File: src/design/i2c_engine_pkg.sv
// Purpose: shared constants, types and encodings of the serial command engine
// Assumes: pclk at 100 MHz, APB with 32-bit data
// Notes: command codes and register offsets are used by the engine and the bench
package i2c_engine_pkg;

  // ***************************************************
  // clocking and timing
  // ***************************************************
  localparam int unsigned PCLK_MHZ = 100;
  localparam int unsigned SRC_MHZ = 60; // internal bit clock source
  localparam int unsigned LATENCY_MS = 16;
  localparam int unsigned LATENCY_CYCLES = LATENCY_MS * PCLK_MHZ * 1000;
  localparam logic [15:0] DIVIDER_RST = 16'h0031;

  // ***************************************************
  // register offsets (byte addresses)
  // ***************************************************
  localparam logic [7:0] OFS_CMD = 8'h00;
  localparam logic [7:0] OFS_RESP = 8'h04;
  localparam logic [7:0] OFS_STATUS = 8'h08;
  localparam logic [7:0] OFS_DIVIDER = 8'h0c;

  // ***************************************************
  // status and response field positions
  // ***************************************************
  localparam int unsigned ST_BUSY_BIT = 0;
  localparam int unsigned ST_CMD_FULL_BIT = 1;
  localparam int unsigned ST_THREE_PH_BIT = 2;
  localparam int unsigned ST_ACK_BIT = 3;
  localparam int unsigned ST_PKT_BIT = 4;
  localparam int unsigned ST_AVAIL_LSB = 8;
  localparam int unsigned RESP_VALID_BIT = 8;

  // ***************************************************
  // command set
  // ***************************************************
  localparam logic [7:0] CMD_WRITE_BYTE = 8'h11;
  localparam logic [7:0] CMD_READ_BIT = 8'h22;
  localparam logic [7:0] CMD_SET_LOW = 8'h80;
  localparam logic [7:0] CMD_SET_HIGH = 8'h82;
  localparam logic [7:0] CMD_SET_DIV = 8'h86;
  localparam logic [7:0] CMD_SEND_NOW = 8'h87;
  localparam logic [7:0] CMD_THREE_PH_ON = 8'h8c;
  localparam logic [7:0] CMD_THREE_PH_OFF = 8'h8d;
  localparam logic [7:0] CMD_DRIVE_ZERO = 8'h9e;
  localparam logic [7:0] ERR_MARKER = 8'hfa;

  // ***************************************************
  // pin layout of the low byte and reset values
  // ***************************************************
  localparam int unsigned SCL_BIT = 0;
  localparam int unsigned SDA_OUT_BIT = 1;
  localparam int unsigned SDA_IN_BIT = 2;
  localparam logic [15:0] PIN_VAL_RST = 16'h0000;
  localparam logic [15:0] PIN_DIR_RST = 16'h0000;
  localparam logic [15:0] PIN_OD_RST = 16'h0000;

  // pin drive settings travel together
  typedef struct packed {
    logic [7:0] high_pin_byte;
    logic [7:0] low_pin_byte;
  } pin_word_t;

  typedef enum logic [2:0] {
    ENG_IDLE = 3'b000,
    ENG_ARG1 = 3'b001,
    ENG_ARG2 = 3'b010,
    ENG_SHIFT = 3'b011,
    ENG_ERR2 = 3'b100
  } eng_state_t;

endpackage

File: src/design/bit_clock_gen.sv
// Purpose: phase tick generator derived from a 60 MHz equivalent source
// Assumes: pclk at 100 MHz; run held high for a whole transfer
// Notes: each phase lasts (1 + divider) source periods
`timescale 1ns/1ns
module bit_clock_gen (
  // clock and reset
  input wire logic pclk,
  input wire logic presetn,
  // control
  input wire logic run,
  input wire logic [15:0] divider,
  // phase strobe
  output logic phase_tick
);

  logic [7:0] acc_ff;
  logic [15:0] cnt_ff;
  logic src_tick;
  logic [8:0] acc_sum;

  // fractional step turns 100 MHz into 60 MHz equivalent ticks
  assign acc_sum = {1'b0, acc_ff} + 9'(i2c_engine_pkg::SRC_MHZ);
  assign src_tick = run && (acc_sum >= 9'(i2c_engine_pkg::PCLK_MHZ));

  // accumulator restarts so every transfer has the same phase alignment
  always_ff @(posedge pclk or negedge presetn) begin
    if (!presetn) begin
      acc_ff <= 8'h00;
    end else if (!run) begin
      acc_ff <= 8'h00;
    end else if (src_tick) begin
      acc_ff <= 8'(acc_sum - 9'(i2c_engine_pkg::PCLK_MHZ));
    end else begin
      acc_ff <= acc_sum[7:0];
    end
  end

  // count 1 + divider source ticks per phase
  always_ff @(posedge pclk or negedge presetn) begin
    if (!presetn) begin
      cnt_ff <= 16'h0000;
    end else if (!run) begin
      cnt_ff <= 16'h0000;
    end else if (src_tick) begin
      cnt_ff <= (cnt_ff == divider) ? 16'h0000 : cnt_ff + 16'h0001;
    end
  end

  assign phase_tick = src_tick && (cnt_ff == divider);
endmodule

File: src/design/latency_timer.sv
// Purpose: periodic packet timer toward the host
// Assumes: restart pulses come from the engine on every forced send
// Notes: the period is long; shorten it by parameter in simulation
`timescale 1ns/1ns
module latency_timer #(
  parameter int unsigned PERIOD = i2c_engine_pkg::LATENCY_CYCLES
) (
  // clock and reset
  input wire logic pclk,
  input wire logic presetn,
  // control
  input wire logic restart,
  // expiry strobe
  output logic expire
);

  logic [31:0] cnt_ff;

  assign expire = (cnt_ff == 32'(PERIOD - 1));

  // free-running count, restarted by send-immediate
  always_ff @(posedge pclk or negedge presetn) begin
    if (!presetn) begin
      cnt_ff <= 32'h00000000;
    end else if (restart || expire) begin
      cnt_ff <= 32'h00000000;
    end else begin
      cnt_ff <= cnt_ff + 32'h00000001;
    end
  end
endmodule

File: src/design/i2c_cmd_engine.sv
// Purpose: serial command engine acting as a two-wire bus master
// Assumes: APB slave, 100 MHz pclk, SDA out and SDA in tied outside
// Notes: responses become readable only after a send or timer expiry
`timescale 1ns/1ns
module i2c_cmd_engine #(
  parameter int unsigned LATENCY_PERIOD = i2c_engine_pkg::LATENCY_CYCLES
) (
  // clock and reset
  input wire logic pclk,
  input wire logic presetn,
  // apb slave
  input wire logic psel,
  input wire logic penable,
  input wire logic pwrite,
  input wire logic [7:0] paddr,
  input wire logic [31:0] pwdata,
  output logic [31:0] prdata,
  output logic pready,
  output logic pslverr,
  // pins
  input wire logic [15:0] pin_in,
  output logic [15:0] pin_out,
  output logic [15:0] pin_oe
);

  // ***************************************************
  // declarations
  // ***************************************************
  localparam int unsigned RESP_DEPTH = 4;

  i2c_engine_pkg::eng_state_t state_ff;
  i2c_engine_pkg::pin_word_t pin_val_ff;
  i2c_engine_pkg::pin_word_t pin_dir_ff;
  i2c_engine_pkg::pin_word_t pin_od_ff;
  logic [7:0] cmd_ff;
  logic cmd_full_ff;
  logic [7:0] op_ff;
  logic [7:0] arg1_ff;
  logic [15:0] divider_ff;
  logic three_ph_ff;
  logic [7:0] shreg_ff;
  logic [2:0] bit_cnt_ff;
  logic [1:0] phase_ff;
  logic is_read_ff;
  logic ack_ff;
  logic pkt_ff;
  logic [7:0] resp_mem [RESP_DEPTH];
  logic [2:0] wr_ptr_ff;
  logic [2:0] rd_ptr_ff;
  logic [2:0] rel_ptr_ff;
  logic [15:0] sync1_ff;
  logic [15:0] sync2_ff;
  logic [15:0] sync3_ff;
  logic [15:0] pin_stable_ff;
  logic setup_ok;
  logic wr_cmd;
  logic rd_resp;
  logic rd_status;
  logic wr_div;
  logic take_cmd;
  logic push_en;
  logic [7:0] push_data;
  logic flush;
  logic expire;
  logic phase_tick;
  logic running;
  logic last_phase;
  logic scl_drv;
  logic sda_drv;
  logic [2:0] used;
  logic [2:0] avail;
  logic resp_has_room;
  logic needs_room;
  logic [15:0] eff_val;

  // ***************************************************
  // helpers
  // ***************************************************
  // a command known to the engine
  function automatic logic known_cmd(input logic [7:0] c);
    case (c)
      i2c_engine_pkg::CMD_WRITE_BYTE, i2c_engine_pkg::CMD_READ_BIT,
      i2c_engine_pkg::CMD_SET_LOW, i2c_engine_pkg::CMD_SET_HIGH,
      i2c_engine_pkg::CMD_SET_DIV, i2c_engine_pkg::CMD_SEND_NOW,
      i2c_engine_pkg::CMD_THREE_PH_ON, i2c_engine_pkg::CMD_THREE_PH_OFF,
      i2c_engine_pkg::CMD_DRIVE_ZERO: known_cmd = 1'b1;
      default: known_cmd = 1'b0;
    endcase
  endfunction

  // commands carrying two argument bytes
  function automatic logic two_args(input logic [7:0] c);
    two_args = (c == i2c_engine_pkg::CMD_SET_LOW) || (c == i2c_engine_pkg::CMD_SET_HIGH) ||
               (c == i2c_engine_pkg::CMD_SET_DIV) || (c == i2c_engine_pkg::CMD_DRIVE_ZERO);
  endfunction

  // ***************************************************
  // apb decode
  // ***************************************************
  assign setup_ok = psel && penable;
  assign wr_cmd = setup_ok && pwrite && (paddr == i2c_engine_pkg::OFS_CMD);
  assign wr_div = setup_ok && pwrite && (paddr == i2c_engine_pkg::OFS_DIVIDER) && pready;
  assign rd_resp = setup_ok && !pwrite && (paddr == i2c_engine_pkg::OFS_RESP);
  assign rd_status = setup_ok && !pwrite && (paddr == i2c_engine_pkg::OFS_STATUS);
  // back-pressure: a command write waits while the previous byte is unparsed
  assign pready = !(wr_cmd && cmd_full_ff);
  assign pslverr = setup_ok && (paddr != i2c_engine_pkg::OFS_CMD) &&
                   (paddr != i2c_engine_pkg::OFS_RESP) &&
                   (paddr != i2c_engine_pkg::OFS_STATUS) &&
                   (paddr != i2c_engine_pkg::OFS_DIVIDER);

  assign used = wr_ptr_ff - rd_ptr_ff;
  assign avail = rel_ptr_ff - rd_ptr_ff;
  // two free slots needed so an error echo never splits
  assign resp_has_room = (used <= 3'(RESP_DEPTH - 2));

  // read data mux
  always_comb begin
    prdata = 32'h00000000;
    if (rd_resp && (avail != 3'h0)) begin
      prdata[7:0] = resp_mem[rd_ptr_ff[1:0]];
      prdata[i2c_engine_pkg::RESP_VALID_BIT] = 1'b1;
    end else if (rd_status) begin
      prdata[i2c_engine_pkg::ST_BUSY_BIT] = (state_ff != i2c_engine_pkg::ENG_IDLE);
      prdata[i2c_engine_pkg::ST_CMD_FULL_BIT] = cmd_full_ff;
      prdata[i2c_engine_pkg::ST_THREE_PH_BIT] = three_ph_ff;
      prdata[i2c_engine_pkg::ST_ACK_BIT] = ack_ff;
      prdata[i2c_engine_pkg::ST_PKT_BIT] = pkt_ff;
      prdata[i2c_engine_pkg::ST_AVAIL_LSB +: 3] = avail;
    end else if (setup_ok && !pwrite && (paddr == i2c_engine_pkg::OFS_DIVIDER)) begin
      prdata[15:0] = divider_ff;
    end
  end
  // ***************************************************
  // command holding byte
  // ***************************************************
  // one byte at a time keeps the stream in written order
  always_ff @(posedge pclk or negedge presetn) begin
    if (!presetn) begin
      cmd_ff <= 8'h00;
      cmd_full_ff <= 1'b0;
    end else if (wr_cmd && !cmd_full_ff) begin
      cmd_ff <= pwdata[7:0];
      cmd_full_ff <= 1'b1;
    end else if (take_cmd) begin
      cmd_full_ff <= 1'b0;
    end
  end

  // parse only when idle or awaiting arguments; only answering commands need room,
  // otherwise a full store would block the very send that empties it
  assign needs_room = (state_ff == i2c_engine_pkg::ENG_IDLE) &&
                      (!known_cmd(cmd_ff) || (cmd_ff == i2c_engine_pkg::CMD_READ_BIT));
  assign take_cmd = cmd_full_ff && (resp_has_room || !needs_room) &&
                    ((state_ff == i2c_engine_pkg::ENG_IDLE) ||
                     (state_ff == i2c_engine_pkg::ENG_ARG1) ||
                     (state_ff == i2c_engine_pkg::ENG_ARG2));

  // ***************************************************
  // input synchronisers
  // ***************************************************
  always_ff @(posedge pclk or negedge presetn) begin
    if (!presetn) begin
      sync1_ff <= 16'h0000;
      sync2_ff <= 16'h0000;
      sync3_ff <= 16'h0000;
    end else begin
      sync1_ff <= pin_in;
      sync2_ff <= sync1_ff;
      sync3_ff <= sync2_ff;
    end
  end

  // a pin changes once the second and third stage agree
  always_ff @(posedge pclk or negedge presetn) begin
    if (!presetn) begin
      pin_stable_ff <= 16'h0000;
    end else begin
      pin_stable_ff <= (sync2_ff & sync3_ff) | (pin_stable_ff & (sync2_ff | sync3_ff));
    end
  end

  // ***************************************************
  // bit clock
  // ***************************************************
  assign running = (state_ff == i2c_engine_pkg::ENG_SHIFT);

  bit_clock_gen u_bit_clock_gen (
    .pclk(pclk),
    .presetn(presetn),
    .run(running),
    .divider(divider_ff),
    .phase_tick(phase_tick)
  );

  // three phases per bit instead of two stretch each bit by half
  assign last_phase = three_ph_ff ? (phase_ff == 2'd2) : (phase_ff == 2'd1);
  // clock high only in the middle phase: 1/3 duty in three-phase mode
  assign scl_drv = running && (phase_ff == 2'd1);
  // data set at bit start, stable over the rising edge; only three-phase mode also holds it over the falling edge
  assign sda_drv = is_read_ff ? 1'b1 : shreg_ff[7];

  // ***************************************************
  // engine state machine
  // ***************************************************
  always_ff @(posedge pclk or negedge presetn) begin
    if (!presetn) begin
      state_ff <= i2c_engine_pkg::ENG_IDLE;
      op_ff <= 8'h00;
      arg1_ff <= 8'h00;
    end else begin
      case (state_ff)
        i2c_engine_pkg::ENG_IDLE: begin
          if (take_cmd) begin
            op_ff <= cmd_ff;
            if (!known_cmd(cmd_ff)) begin
              state_ff <= i2c_engine_pkg::ENG_ERR2;
            end else if (cmd_ff == i2c_engine_pkg::CMD_WRITE_BYTE || two_args(cmd_ff)) begin
              state_ff <= i2c_engine_pkg::ENG_ARG1;
            end else if (cmd_ff == i2c_engine_pkg::CMD_READ_BIT) begin
              state_ff <= i2c_engine_pkg::ENG_SHIFT;
            end
          end
        end
        i2c_engine_pkg::ENG_ARG1: begin
          if (take_cmd) begin
            arg1_ff <= cmd_ff;
            if (op_ff == i2c_engine_pkg::CMD_WRITE_BYTE) begin
              state_ff <= i2c_engine_pkg::ENG_SHIFT;
            end else begin
              state_ff <= i2c_engine_pkg::ENG_ARG2;
            end
          end
        end
        i2c_engine_pkg::ENG_ARG2: begin
          if (take_cmd) begin
            state_ff <= i2c_engine_pkg::ENG_IDLE;
          end
        end
        i2c_engine_pkg::ENG_SHIFT: begin
          if (phase_tick && last_phase && (is_read_ff || bit_cnt_ff == 3'd7)) begin
            state_ff <= i2c_engine_pkg::ENG_IDLE;
          end
        end
        i2c_engine_pkg::ENG_ERR2: begin
          state_ff <= i2c_engine_pkg::ENG_IDLE;
        end
        default: begin
          state_ff <= i2c_engine_pkg::ENG_IDLE;
        end
      endcase
    end
  end

  // ***************************************************
  // shifter
  // ***************************************************
  always_ff @(posedge pclk or negedge presetn) begin
    if (!presetn) begin
      shreg_ff <= 8'hff;
      bit_cnt_ff <= 3'd0;
      phase_ff <= 2'd0;
      is_read_ff <= 1'b0;
    end else if (state_ff == i2c_engine_pkg::ENG_IDLE && take_cmd &&
                 cmd_ff == i2c_engine_pkg::CMD_READ_BIT) begin
      is_read_ff <= 1'b1;
      bit_cnt_ff <= 3'd0;
      phase_ff <= 2'd0;
    end else if (state_ff == i2c_engine_pkg::ENG_ARG1 && take_cmd &&
                 op_ff == i2c_engine_pkg::CMD_WRITE_BYTE) begin
      shreg_ff <= cmd_ff;
      is_read_ff <= 1'b0;
      bit_cnt_ff <= 3'd0;
      phase_ff <= 2'd0;
    end else if (running && phase_tick) begin
      if (last_phase) begin
        phase_ff <= 2'd0;
        bit_cnt_ff <= bit_cnt_ff + 3'd1;
        shreg_ff <= {shreg_ff[6:0], 1'b1}; // MSB first
      end else begin
        phase_ff <= phase_ff + 2'd1;
      end
    end
  end

  // acknowledge sampled as the clock falls after its high phase
  always_ff @(posedge pclk or negedge presetn) begin
    if (!presetn) begin
      ack_ff <= 1'b1;
    end else if (running && is_read_ff && phase_tick && phase_ff == 2'd1) begin
      ack_ff <= pin_stable_ff[i2c_engine_pkg::SDA_IN_BIT];
    end
  end

  // ***************************************************
  // configuration held by commands
  // ***************************************************
  always_ff @(posedge pclk or negedge presetn) begin
    if (!presetn) begin
      pin_val_ff <= i2c_engine_pkg::PIN_VAL_RST;
      pin_dir_ff <= i2c_engine_pkg::PIN_DIR_RST;
      pin_od_ff <= i2c_engine_pkg::PIN_OD_RST;
      divider_ff <= i2c_engine_pkg::DIVIDER_RST;
      three_ph_ff <= 1'b0;
    end else if (wr_div) begin
      divider_ff <= pwdata[15:0];
    end else if (state_ff == i2c_engine_pkg::ENG_IDLE && take_cmd) begin
      if (cmd_ff == i2c_engine_pkg::CMD_THREE_PH_ON) begin
        three_ph_ff <= 1'b1;
      end else if (cmd_ff == i2c_engine_pkg::CMD_THREE_PH_OFF) begin
        three_ph_ff <= 1'b0;
      end
    end else if (state_ff == i2c_engine_pkg::ENG_ARG2 && take_cmd) begin
      case (op_ff)
        i2c_engine_pkg::CMD_SET_LOW: begin
          pin_val_ff.low_pin_byte <= arg1_ff;
          pin_dir_ff.low_pin_byte <= cmd_ff;
        end
        i2c_engine_pkg::CMD_SET_HIGH: begin
          pin_val_ff.high_pin_byte <= arg1_ff;
          pin_dir_ff.high_pin_byte <= cmd_ff;
        end
        i2c_engine_pkg::CMD_SET_DIV: begin
          divider_ff <= {cmd_ff, arg1_ff};
        end
        i2c_engine_pkg::CMD_DRIVE_ZERO: begin
          pin_od_ff <= {cmd_ff, arg1_ff};
        end
        default: begin
          divider_ff <= divider_ff;
        end
      endcase
    end
  end

  // ***************************************************
  // pin drive
  // ***************************************************
  // the engine owns clock and data only while shifting
  always_comb begin
    eff_val = pin_val_ff;
    if (running) begin
      eff_val[i2c_engine_pkg::SCL_BIT] = scl_drv;
      eff_val[i2c_engine_pkg::SDA_OUT_BIT] = sda_drv;
    end
  end

  // drive-only-zero pins never push a one; the pull-up makes it
  assign pin_out = eff_val & ~pin_od_ff;
  assign pin_oe = pin_dir_ff & ~(pin_od_ff & eff_val);

  // ***************************************************
  // response store
  // ***************************************************
  always_comb begin
    push_en = 1'b0;
    push_data = 8'h00;
    if (state_ff == i2c_engine_pkg::ENG_IDLE && take_cmd && !known_cmd(cmd_ff)) begin
      push_en = 1'b1;
      push_data = i2c_engine_pkg::ERR_MARKER;
    end else if (state_ff == i2c_engine_pkg::ENG_ERR2) begin
      push_en = 1'b1;
      push_data = op_ff;
    end else if (running && is_read_ff && phase_tick && last_phase) begin
      push_en = 1'b1;
      // ack bit in the lsb of one byte; two-phase pushes in the sampling cycle
      push_data = {7'h00, ack_ff};
      if (phase_ff == 2'd1) begin
        push_data[0] = pin_stable_ff[i2c_engine_pkg::SDA_IN_BIT];
      end
    end
  end

  always_ff @(posedge pclk) begin
    if (push_en) begin
      resp_mem[wr_ptr_ff[1:0]] <= push_data;
    end
  end

  assign flush = (state_ff == i2c_engine_pkg::ENG_IDLE) && take_cmd &&
                 (cmd_ff == i2c_engine_pkg::CMD_SEND_NOW);

  latency_timer #(
    .PERIOD(LATENCY_PERIOD)
  ) u_latency_timer (
    .pclk(pclk),
    .presetn(presetn),
    .restart(flush),
    .expire(expire)
  );

  // pointers: bytes below the release pointer are visible to software
  always_ff @(posedge pclk or negedge presetn) begin
    if (!presetn) begin
      wr_ptr_ff <= 3'd0;
      rd_ptr_ff <= 3'd0;
      rel_ptr_ff <= 3'd0;
    end else begin
      if (push_en) begin
        wr_ptr_ff <= wr_ptr_ff + 3'd1;
      end
      if (rd_resp && (avail != 3'h0)) begin
        rd_ptr_ff <= rd_ptr_ff + 3'd1;
      end
      if (flush) begin
        rel_ptr_ff <= wr_ptr_ff;
      end else if (expire) begin
        rel_ptr_ff <= wr_ptr_ff;
      end
    end
  end

  // packet flag: timer sends even when empty; a new send beats the clear
  always_ff @(posedge pclk or negedge presetn) begin
    if (!presetn) begin
      pkt_ff <= 1'b0;
    end else if (expire || flush) begin
      pkt_ff <= 1'b1;
    end else if (rd_status) begin
      pkt_ff <= 1'b0;
    end
  end
endmodule

File: config.mk
export PLATFORM = sky130hd
export DESIGN_NAME = i2c_cmd_engine
export DESIGN_NICKNAME = d
export VERILOG_FILES = /design/src/design/i2c_engine_pkg.sv /design/src/design/bit_clock_gen.sv /design/src/design/latency_timer.sv /design/src/design/i2c_cmd_engine.sv
export SDC_FILE = /design/constraint.sdc
export NUM_CORES = 1
export LEC_CHECK = 0
export BUFFER_PORTS_ARGS = -buffer_cell sky130_fd_sc_hd__buf_2
export CORE_MARGIN = 2
export CORE_UTILIZATION = 45
export CTS_CLUSTER_DIAMETER = 30
export DETAILED_ROUTE_END_ITERATION = 10
export MAX_ROUTING_LAYER = met4
export PLACE_DENSITY = 0.75
export SLEW_MARGIN = 20
export SYNTH_ARGS = -nofsm -noshare
export SYNTH_HDL_FRONTEND = slang
export SYNTH_SLANG_ARGS = --single-unit
File: constraint.sdc
create_clock -name pclk -period 8.56 [get_ports pclk]
set_input_delay 1.284 -clock pclk [delete_from_list [all_inputs] [get_ports pclk]]
set_output_delay 1.284 -clock pclk [all_outputs]
set_load 0.01 [all_outputs]
Yosys cells after proc, flatten, opt, wreduce, memory -nomap -nowiden
Memories as Yosys holds them, arrays and structs flattened.
Cells that the tools add are included.
- $add $sub $neg: 10
- $lt $le $gt $ge: 2
- equality and inequality tests: 36
- mux-type cells: 62
- bitwise gates (word level): 12
- reductions and logical operators: 78
- operator list (kind ; number):
    $mux W16 ; 8
    $eq A8 B8 Y1 const B ; 11
    $and A16 B16 Y16 ; 5
    $mux W8 ; 7
    $mux W3 ; 15
    $logic_and A1 B1 Y1 ; 36
    $add A32 B1 Y32 const B ; 1
    $eq A32 B21 Y1 const B ; 1
    $mux W32 ; 1
    $not A16 Y16 ; 2
    $or A16 B16 Y16 ; 2
    $mux W1 ; 21
    $reduce_bool A2 Y1 ; 9
    $add A16 B1 Y16 const B ; 1
    $eq A16 B16 Y1 ; 1
    $eq A8 B4 Y1 const B ; 2
    $eq A8 B5 Y1 const B ; 2
    $ne A8 B4 Y1 const B ; 2
    $pmux W3 S4 ; 1
    $reduce_and A4 Y1 ; 3
    $reduce_bool A3 Y1 ; 4
    $logic_or A1 B1 Y1 ; 10
    $mux W2 ; 5
    $mux W5 ; 2
    29 further kinds ; 48
- register bits after elaboration: 238
- memory bits (writable): 32
- bits of input ports: 61
- output and inout bits: 66
- word-level logic and storage cells: 230
- memories kept: 1
- memories (memory ; depth ; bits a word ; read ports ; clocked after memory_dff ; wr ports ; line ; text):
    resp_mem ; 4 ; 8 ; 1 ; 0 ; 1 ; i2c_cmd_engine.sv:47 ; logic [7:0] resp_mem [RESP_DEPTH];

Logic depth before layout (Yosys ltp)
Gate-level depths: netlist of run 1.
- word-level depth: 15
- depth in mapped cells: 11

Hierarchy
A second synthesis of run 1 with hierarchy kept.
- cells, all modules: 966
- area total of the unflattened synthesis: 10822.9 sq um
- modules (own cells, without submodules) (module ; times used ; cells an instance ; area each (sq um)):
    i2c_cmd_engine ; 1 ; 593 ; 7404.6
    latency_timer ; 1 ; 192 ; 1781.7
    bit_clock_gen ; 1 ; 181 ; 1636.6

Least setup slack after synthesis of run 1
Ideal clock, no wire load.
- path type: input to output
- start point: in paddr[5]
- end point: out prdata[8]
- arrival time: 2.869 ns
- setup slack: 4.407 ns
- stages on the path: 6
- cell sequence: nor4_1 > nand2_1 > nor4_1 > clkbuf_1 > nand2_1 > o211ai_1
- longest elaborated chain between the ends: 5
- RTL lines (what ; line ; text):
    from (decl) ; i2c_cmd_engine.sv:15 ; input wire logic [7:0] paddr,
    $eq A8 B4 Y1 ; i2c_cmd_engine.sv:130 ; end else if (setup_ok && !pwrite && (paddr == i2c_engine_pkg::OFS_DIVIDER)) begin
    $logic_and A1 B1 Y1 ; i2c_cmd_engine.sv:130 ;
    $mux W16 ; i2c_cmd_engine.sv:130 ;
    $mux W3 ; i2c_cmd_engine.sv:123 ; end else if (rd_status) begin
    $mux W9 * ; i2c_cmd_engine.sv:120 ; if (rd_resp && (avail != 3'h0)) begin
    to (decl) ; i2c_cmd_engine.sv:17 ; output logic [31:0] prdata,
Every way passes the cells marked *; elsewhere a longest branch is shown, timed or not.

Worst setup path after layout of run 1
- start point: reg rd_ptr_ff[0]
- end point: out prdata[3]
- longest elaborated chain between the ends: 4
- RTL lines (what ; line ; text):
    from (decl) ; i2c_cmd_engine.sv:49 ; logic [2:0] rd_ptr_ff;
    from (signal assigned) ; i2c_cmd_engine.sv:403 ; rd_ptr_ff <= rd_ptr_ff + 3'd1;
    $sub A3 B3 Y3 ; i2c_cmd_engine.sv:113 ; assign avail = rel_ptr_ff - rd_ptr_ff;
    $reduce_bool A3 Y1 ; i2c_cmd_engine.sv:120 ;
    $logic_and A1 B1 Y1 ; i2c_cmd_engine.sv:120 ;
    $mux W9 * ; i2c_cmd_engine.sv:120 ;
Marks and branches as above.

==> impl_metrics.yaml, run 1 <==
synth:
  yosysTopAreaCellShare_pct: 38.8
  synth_cells: 944
  synth_top_area_cell: "dfrtp_1"
  ys_top_cells_by_area: "dfrtp_1 39%, edfxtp_1 9.1%, mux2_2 7.0%"
  ys_warn_count: 0
  synth_edf_count: 32
  yosysSeqAreaShare_pct: 50.9
  synthArstFlopShare_pct: 84.6
  synth_ff_type: "dfrtp_1"
  netlist_area_mm2: 0.0106
  avgSynthCellArea_um2: 11.2
  ys_ff_latch: 208
  synth.distinct_cells: 79
sta:
  setup_violations: 0
  finalSetupTns_ps: 0
  hold-worst-slack_ps: 348
  slew_headroom_pct: 30.4
  min_period_ps: 5020
  report.final.hold_viol_count: 0
  final_max_slew_viol_count: 0
  finClkSkew_ps: 25.8
  grt_setup_unrepaired: "false"
  finalCritPeriodShare_pct: 58.6
  tightest_slew_ps: 1040
  max_freq_mhz: 199
power:
  power.density_mw_per_mm2: 217
  p_leak_uw: 0.00558
  vdd_drop_max_uv: 167
  total_power_uw: 2720
drt:
  wl_per_cell_um: 18.2
  vias: 7498
  avgViaCountPerCell: 5.43
  dr.pass1.iters: 5
  remaining_drc_errors: 0
  routed_wl_um: 25100
  final_antenna_net_count: 0
  drtIter0Drc: 575
finish:
  utilization_pct: 54.0
  fin_cells: 1380
  area_growth_pct: 18.8
  final_common_cell: "dfrtp_1"
  drive_gt1_share_pct: 25.1
  mostFrequentLayoutCells: "164 x dfrtp_1, 80 x nand2_1, 78 x buf_2"
  finalNetCount: 1107
worst_hold_path:
  hold_path_class: "reg -> reg"
  hold_start: "sync1_ff[2]"
die:
  coreArea_mm2: 0.0233
  dieHeight_um: 157
  dieWidth_um: 157
  ios: 127
  die-area_mm2: 0.0247
  floorplan.initialDensity_pct: 45.5
  rows: 56
clock_tree:
  cts_buffers: 40
  path_clk_slew_ps: 60
  clk_latency_ps: 530
  cts_hold_buffers: 0
  clk_path_buf_depth: 3
  postCtsResizedCells: 0
  cts-root-buf: "clkbuf_16"
  cts_tree: "yes"
  clock-sinks: 208
  post_cts_buffers: 0
  h-tree-depth: 2
placement:
  place_congestion: 0.911
  portBuffers: 79
  dp.cells: 1305
  hpwl_um: 17000
grt:
  grt_pass1_wl_um: 40500
  grt_pass1_vias: 7649
  grt_util_all_layers_pct: 21.5
  antenna_found_initial: 2
  grt_max_degree: 93
  overflow: 0
run:
  maxCapViolations: 0
setup_path:
  crit_path_end_kind: "output pin"
  start_kind: "flop"
  critPathArrivalTime_ps: 3730
  worstPathRequired_ps: 7280
  worst-path-max-fanout: 12
  crit_path_start: "rd_ptr_ff[0]"
  path_class: "reg -> out"
  r2r-start: "u_bit_clock_gen.acc_ff[2]"
outcome:
  status: "finished, final reports clean"
## synth_stat cells, types with 18 or more instances
cell,n
xor2_1,39
xnor2_1,23
dfrtp_1,164
inv_1,25
nor2b_1,28
nand2_1,80
clkbuf_1,23
mux2_2,66
buf_4,22
o21ai_0,47
mux2i_1,29
nor2_1,74
nor4_1,20
nand4_1,20
edfxtp_1,32
a21oi_1,18
## power by group
part	leakage, uW	internal (uW)	switching (uW)
combinational	0.00229	35.3	67.3
sequential	0.00262	1010	18.4
clock	0.000675	1050	540
## per-stage QoR
stage / setup slack [ps] / instance area (um^2)
after detailed placement: 3910 / 11200
final: 3540 / 12600
after global placement: 3990 / 11200
after global routing: 3270 / 12600
after floorplan: 4410 / 10600
after CTS: 3500 / 12600
## layout make-up
type,count,area (um^2)
multi-input combinational,668,4840
sequential,208,5380
antenna,2,5.00
fill,1964,10700
inverter,25,93.8
timing repair buffer,85,450
tap,319,399
clock inverter,25,289
clock buffer,48,1100
## state kept, by name, indices dropped and copies added (netlist names), 6 cells and up
signal                  count
pin_od_ff                  16
op_ff                       8
eff_val                    14
u_latency_timer.cnt_ff     32
pin_dir_ff                 16
u_bit_clock_gen.acc_ff      6
cmd_ff                      8
divider_ff                 16
shreg_ff                    8
u_bit_clock_gen.cnt_ff     16
resp_mem                   32
arg1_ff                     8
## critical path: stages, from the launching register on
cell and delay (ps):
dfrtp_1 770, ha_1 250, inv_1 50, fa_1 380, xor2_1 170, xnor2_1 140
or3b_2 450, nand4b_1 430, nor2b_1 110, a221o_1 310, buf_2 150
## cell families after synthesis
family                     count (synthesis)  synth area share [%]
buffers and inverters                     83                  3.98
adders and majority gates                 19                  2.37
muxes                                    110                  12.2
other                                      1                0.0355
and+or+nand+nor                          323                  16.1
xor gates and xnor gates                  65                  5.67
AOI/OAI and AO/OA                        135                  8.80
DFF                                      208                  50.9
## worst paths after layout
kind	end	slack [ps]	depth (start not counted)
min in group asynchronous	u_latency_timer.cnt_ff[5]	840	1
setup reg to reg	resp_mem[0][2]	4900	8
hold / removal	sync2_ff[2]	350	0
max in group asynchronous	pin_val_ff[0]	6470	2
hold reg to reg	sync2_ff[2]	350	0
setup / recovery	prdata[3]	3540	10
## per-layer routing
layer  track usage, %  wire, um
met5                -         0
met4             9.05       955
met3             4.41      1520
met2             35.3     12500
met1             26.0     10200
Power figures use the tool's default switching activity.
==> run 2: changes to the inputs <==
--- a/config.mk
+++ b/config.mk
@@ -11,7 +11,7 @@
 export CTS_CLUSTER_DIAMETER = 30
 export DETAILED_ROUTE_END_ITERATION = 10
 export MAX_ROUTING_LAYER = met4
-export PLACE_DENSITY = 0.75
+export PLACE_DENSITY = 0.78
 export SLEW_MARGIN = 20
 export SYNTH_ARGS = -nofsm -noshare
 export SYNTH_HDL_FRONTEND = slang
==> constraint.sdc (replaced) <==
create_clock -name pclk -period 4.1 [get_ports pclk]
set_input_delay 0.615 -clock pclk [delete_from_list [all_inputs] [get_ports pclk]]
set_output_delay 0.615 -clock pclk [all_outputs]
set_load 0.01 [all_outputs]
==> run 2 against run 1 <==
  * Worst setup slack worse by 3300 ps
  * Die area unchanged
  * Via count increased by 1.7%
  * Routed wire length increased by 2.0%
  * Non-clock buffer count up 10
  * Register-to-register slack worse by 4300 ps
  * Sequential power up 110%
  * Largest cell class unchanged
==> impl_metrics.yaml, run 2 (same netlist as run 1, synthesis figures left out) <==
outcome:
  status: "finished, final reports clean"
sta:
  report.final.hold_viol_count: 0
  max_freq_mhz: 256
  finClkSkew_ps: 25.7
  slew_headroom_pct: 32.2
  finalSetupTns_ps: 0
  finalCritPeriodShare_pct: 95.2
  setup_violations: 0
  min_period_ps: 3900
  tightest_slew_ps: 1020
  grt_setup_unrepaired: "false"
  final_max_slew_viol_count: 0
setup_path:
  path_class: "reg -> out"
  worstPathRequired_ps: 3480
  start_kind: "flop"
  critPathArrivalTime_ps: 3290
  crit_path_end_kind: "output pin"
  worst-path-max-fanout: 8
finish:
  area_growth_pct: 18.8
  n_antenna_cell: 0
  fin_area_mm2: 0.0126
  mostFrequentLayoutCells: "163 x dfrtp_1, 80 x nand2_1, 78 x buf_2"
  finalNetCount: 1113
  final_common_cell: "dfrtp_1"
  drive_gt1_share_pct: 25.2
power:
  total_power_uw: 5560
  vdd_drop_max_uv: 403
  pwr-share-seq_pct: 38.7
  power.density_mw_per_mm2: 443
  pwr-share-clk_pct: 57.3
  netSwitchingPower_uw: 1210
  p_leak_uw: 0.00558
  switching_share_pct: 21.8
  share_comb_of_total_power_pct: 4.0
  internal-power_uw: 4350
placement:
  hpwl_um: 17200
  place_congestion: 0.876
  postPlaceCellArea_mm2: 0.0113
  portBuffers: 79
grt:
  overflow: 0
  antenna_found_initial: 0
  grt_pass1_wl_um: 41000
  use_met3_pct: 3.63
  grt_pass1_vias: 7763
  use_met1_pct: 27.1
  grt_max_degree: 82
  busiest_layer: "met2"
  met2_usage_pct: 34.9
  grt_util_all_layers_pct: 21.7
die:
  ios: 127
  die-area_mm2: 0.0247
  coreArea_mm2: 0.0233
  dieHeight_um: 157
  floorplan.initialDensity_pct: 45.5
  rows: 56
  dieWidth_um: 157
drt:
  dr.pass1.iters: 5
  vias: 7624
  wl_per_cell_um: 18.6
  drtIter0Drc: 701
  final_antenna_net_count: 0
  routed_wl_um: 25700
  avgViaCountPerCell: 5.52
  remaining_drc_errors: 0
clock_tree:
  path_clk_slew_ps: 50
  clock-sinks: 208
  clk_path_buf_depth: 3
  clk_latency_ps: 510
  cts-root-buf: "clkbuf_16"
  cts_tree: "yes"
  post_cts_buffers: 0
  h-tree-depth: 2
  cts_buffers: 36
run:
  maxCapViolations: 0
worst_hold_path:
  hold_path_class: "in -> async"
run 2: cell types whose count changed in the layout (fill, tap and decap cells not counted), sizes merged, moves of 2 or more:
cell | previous run | this run
buf | 85 | 95
bufinv | 4 | 7
clkbuf | 48 | 42
clkinv | 9 | 11
diode | 2 | 0
inv | 32 | 25
run 2: final cells by class:
type	instances	area [um^2]
flip-flops and latches	208	5380
inverters	25	93.8
clock inverters	24	339
clock buffers	42	976
repair buffers	95	534
multi-input cells	668	4840
fillers	1955	10700
well taps	319	399
run 2: final timing paths:
check | depth (start not counted) | endpoint | slack, ps | startpoint
max in group asynchronous | 2 | eff_val[11] | 2920 | presetn
max | 10 | prdata[3] | 200 | rd_ptr_ff[0]
min in group pclk | 1 | sync1_ff[2] | 230 | pin_in[2]
min reg2reg | 0 | sync2_ff[2] | 350 | sync1_ff[2]
min | 1 | u_latency_timer.cnt_ff[15] | 170 | presetn
max reg2reg | 9 | resp_mem[1][5] | 620 | u_bit_clock_gen.acc_ff[2]
run 2: critical path, cell delays in order, from the launching register on:
cell	delay, ps
dfrtp_1	550
ha_1	200
inv_1	50
fa_1	370
xor2_1	160
xnor2_1	150
or3b_2	450
nand4b_1	280
nor2b_1	100
a221o_1	320
buf_2	160
run 2: what timing repair did:
action / 4_1_cts / 5_1_grt
gates resized for setup: 0 / 1
hold buffers: 0 / 0
setup endpoints to repair: 0 / 3
run 2: power by group through the flow:
| stage | clock (uW) | sequential [uW] | combinational, uW |
|---|---|---|---|
| 6_report | 3190 | 2150 | 221 |
| 5_1_grt | 3330 | 2150 | 247 |
| 4_1_cts | 3230 | 2150 | 223 |
| 3_5_place_dp | 0 | 2190 | 221 |
| 3_3_place_gp | 0 | 2180 | 218 |
| 2_1_floorplan | 0 | 2160 | 162 |
run 2: metal layers:
layer / part of all wire [%] / routed length, um
met5: 0 / 0
met4: 4.0 / 1020
met3: 4.7 / 1210
met2: 50 / 12800
met1: 42 / 10700
run 2: metrics by stage:
stage	cells	worst slack (ps)	hold slack [ps]	utilization, %
floorplan	959	757	319	-
global placement	1315	700	339	48.4
detailed placement	1315	655	336	48.4
CTS	1381	97.2	188	54.0
global route	1381	11.0	217	54.0
finish	1381	199	169	54.0
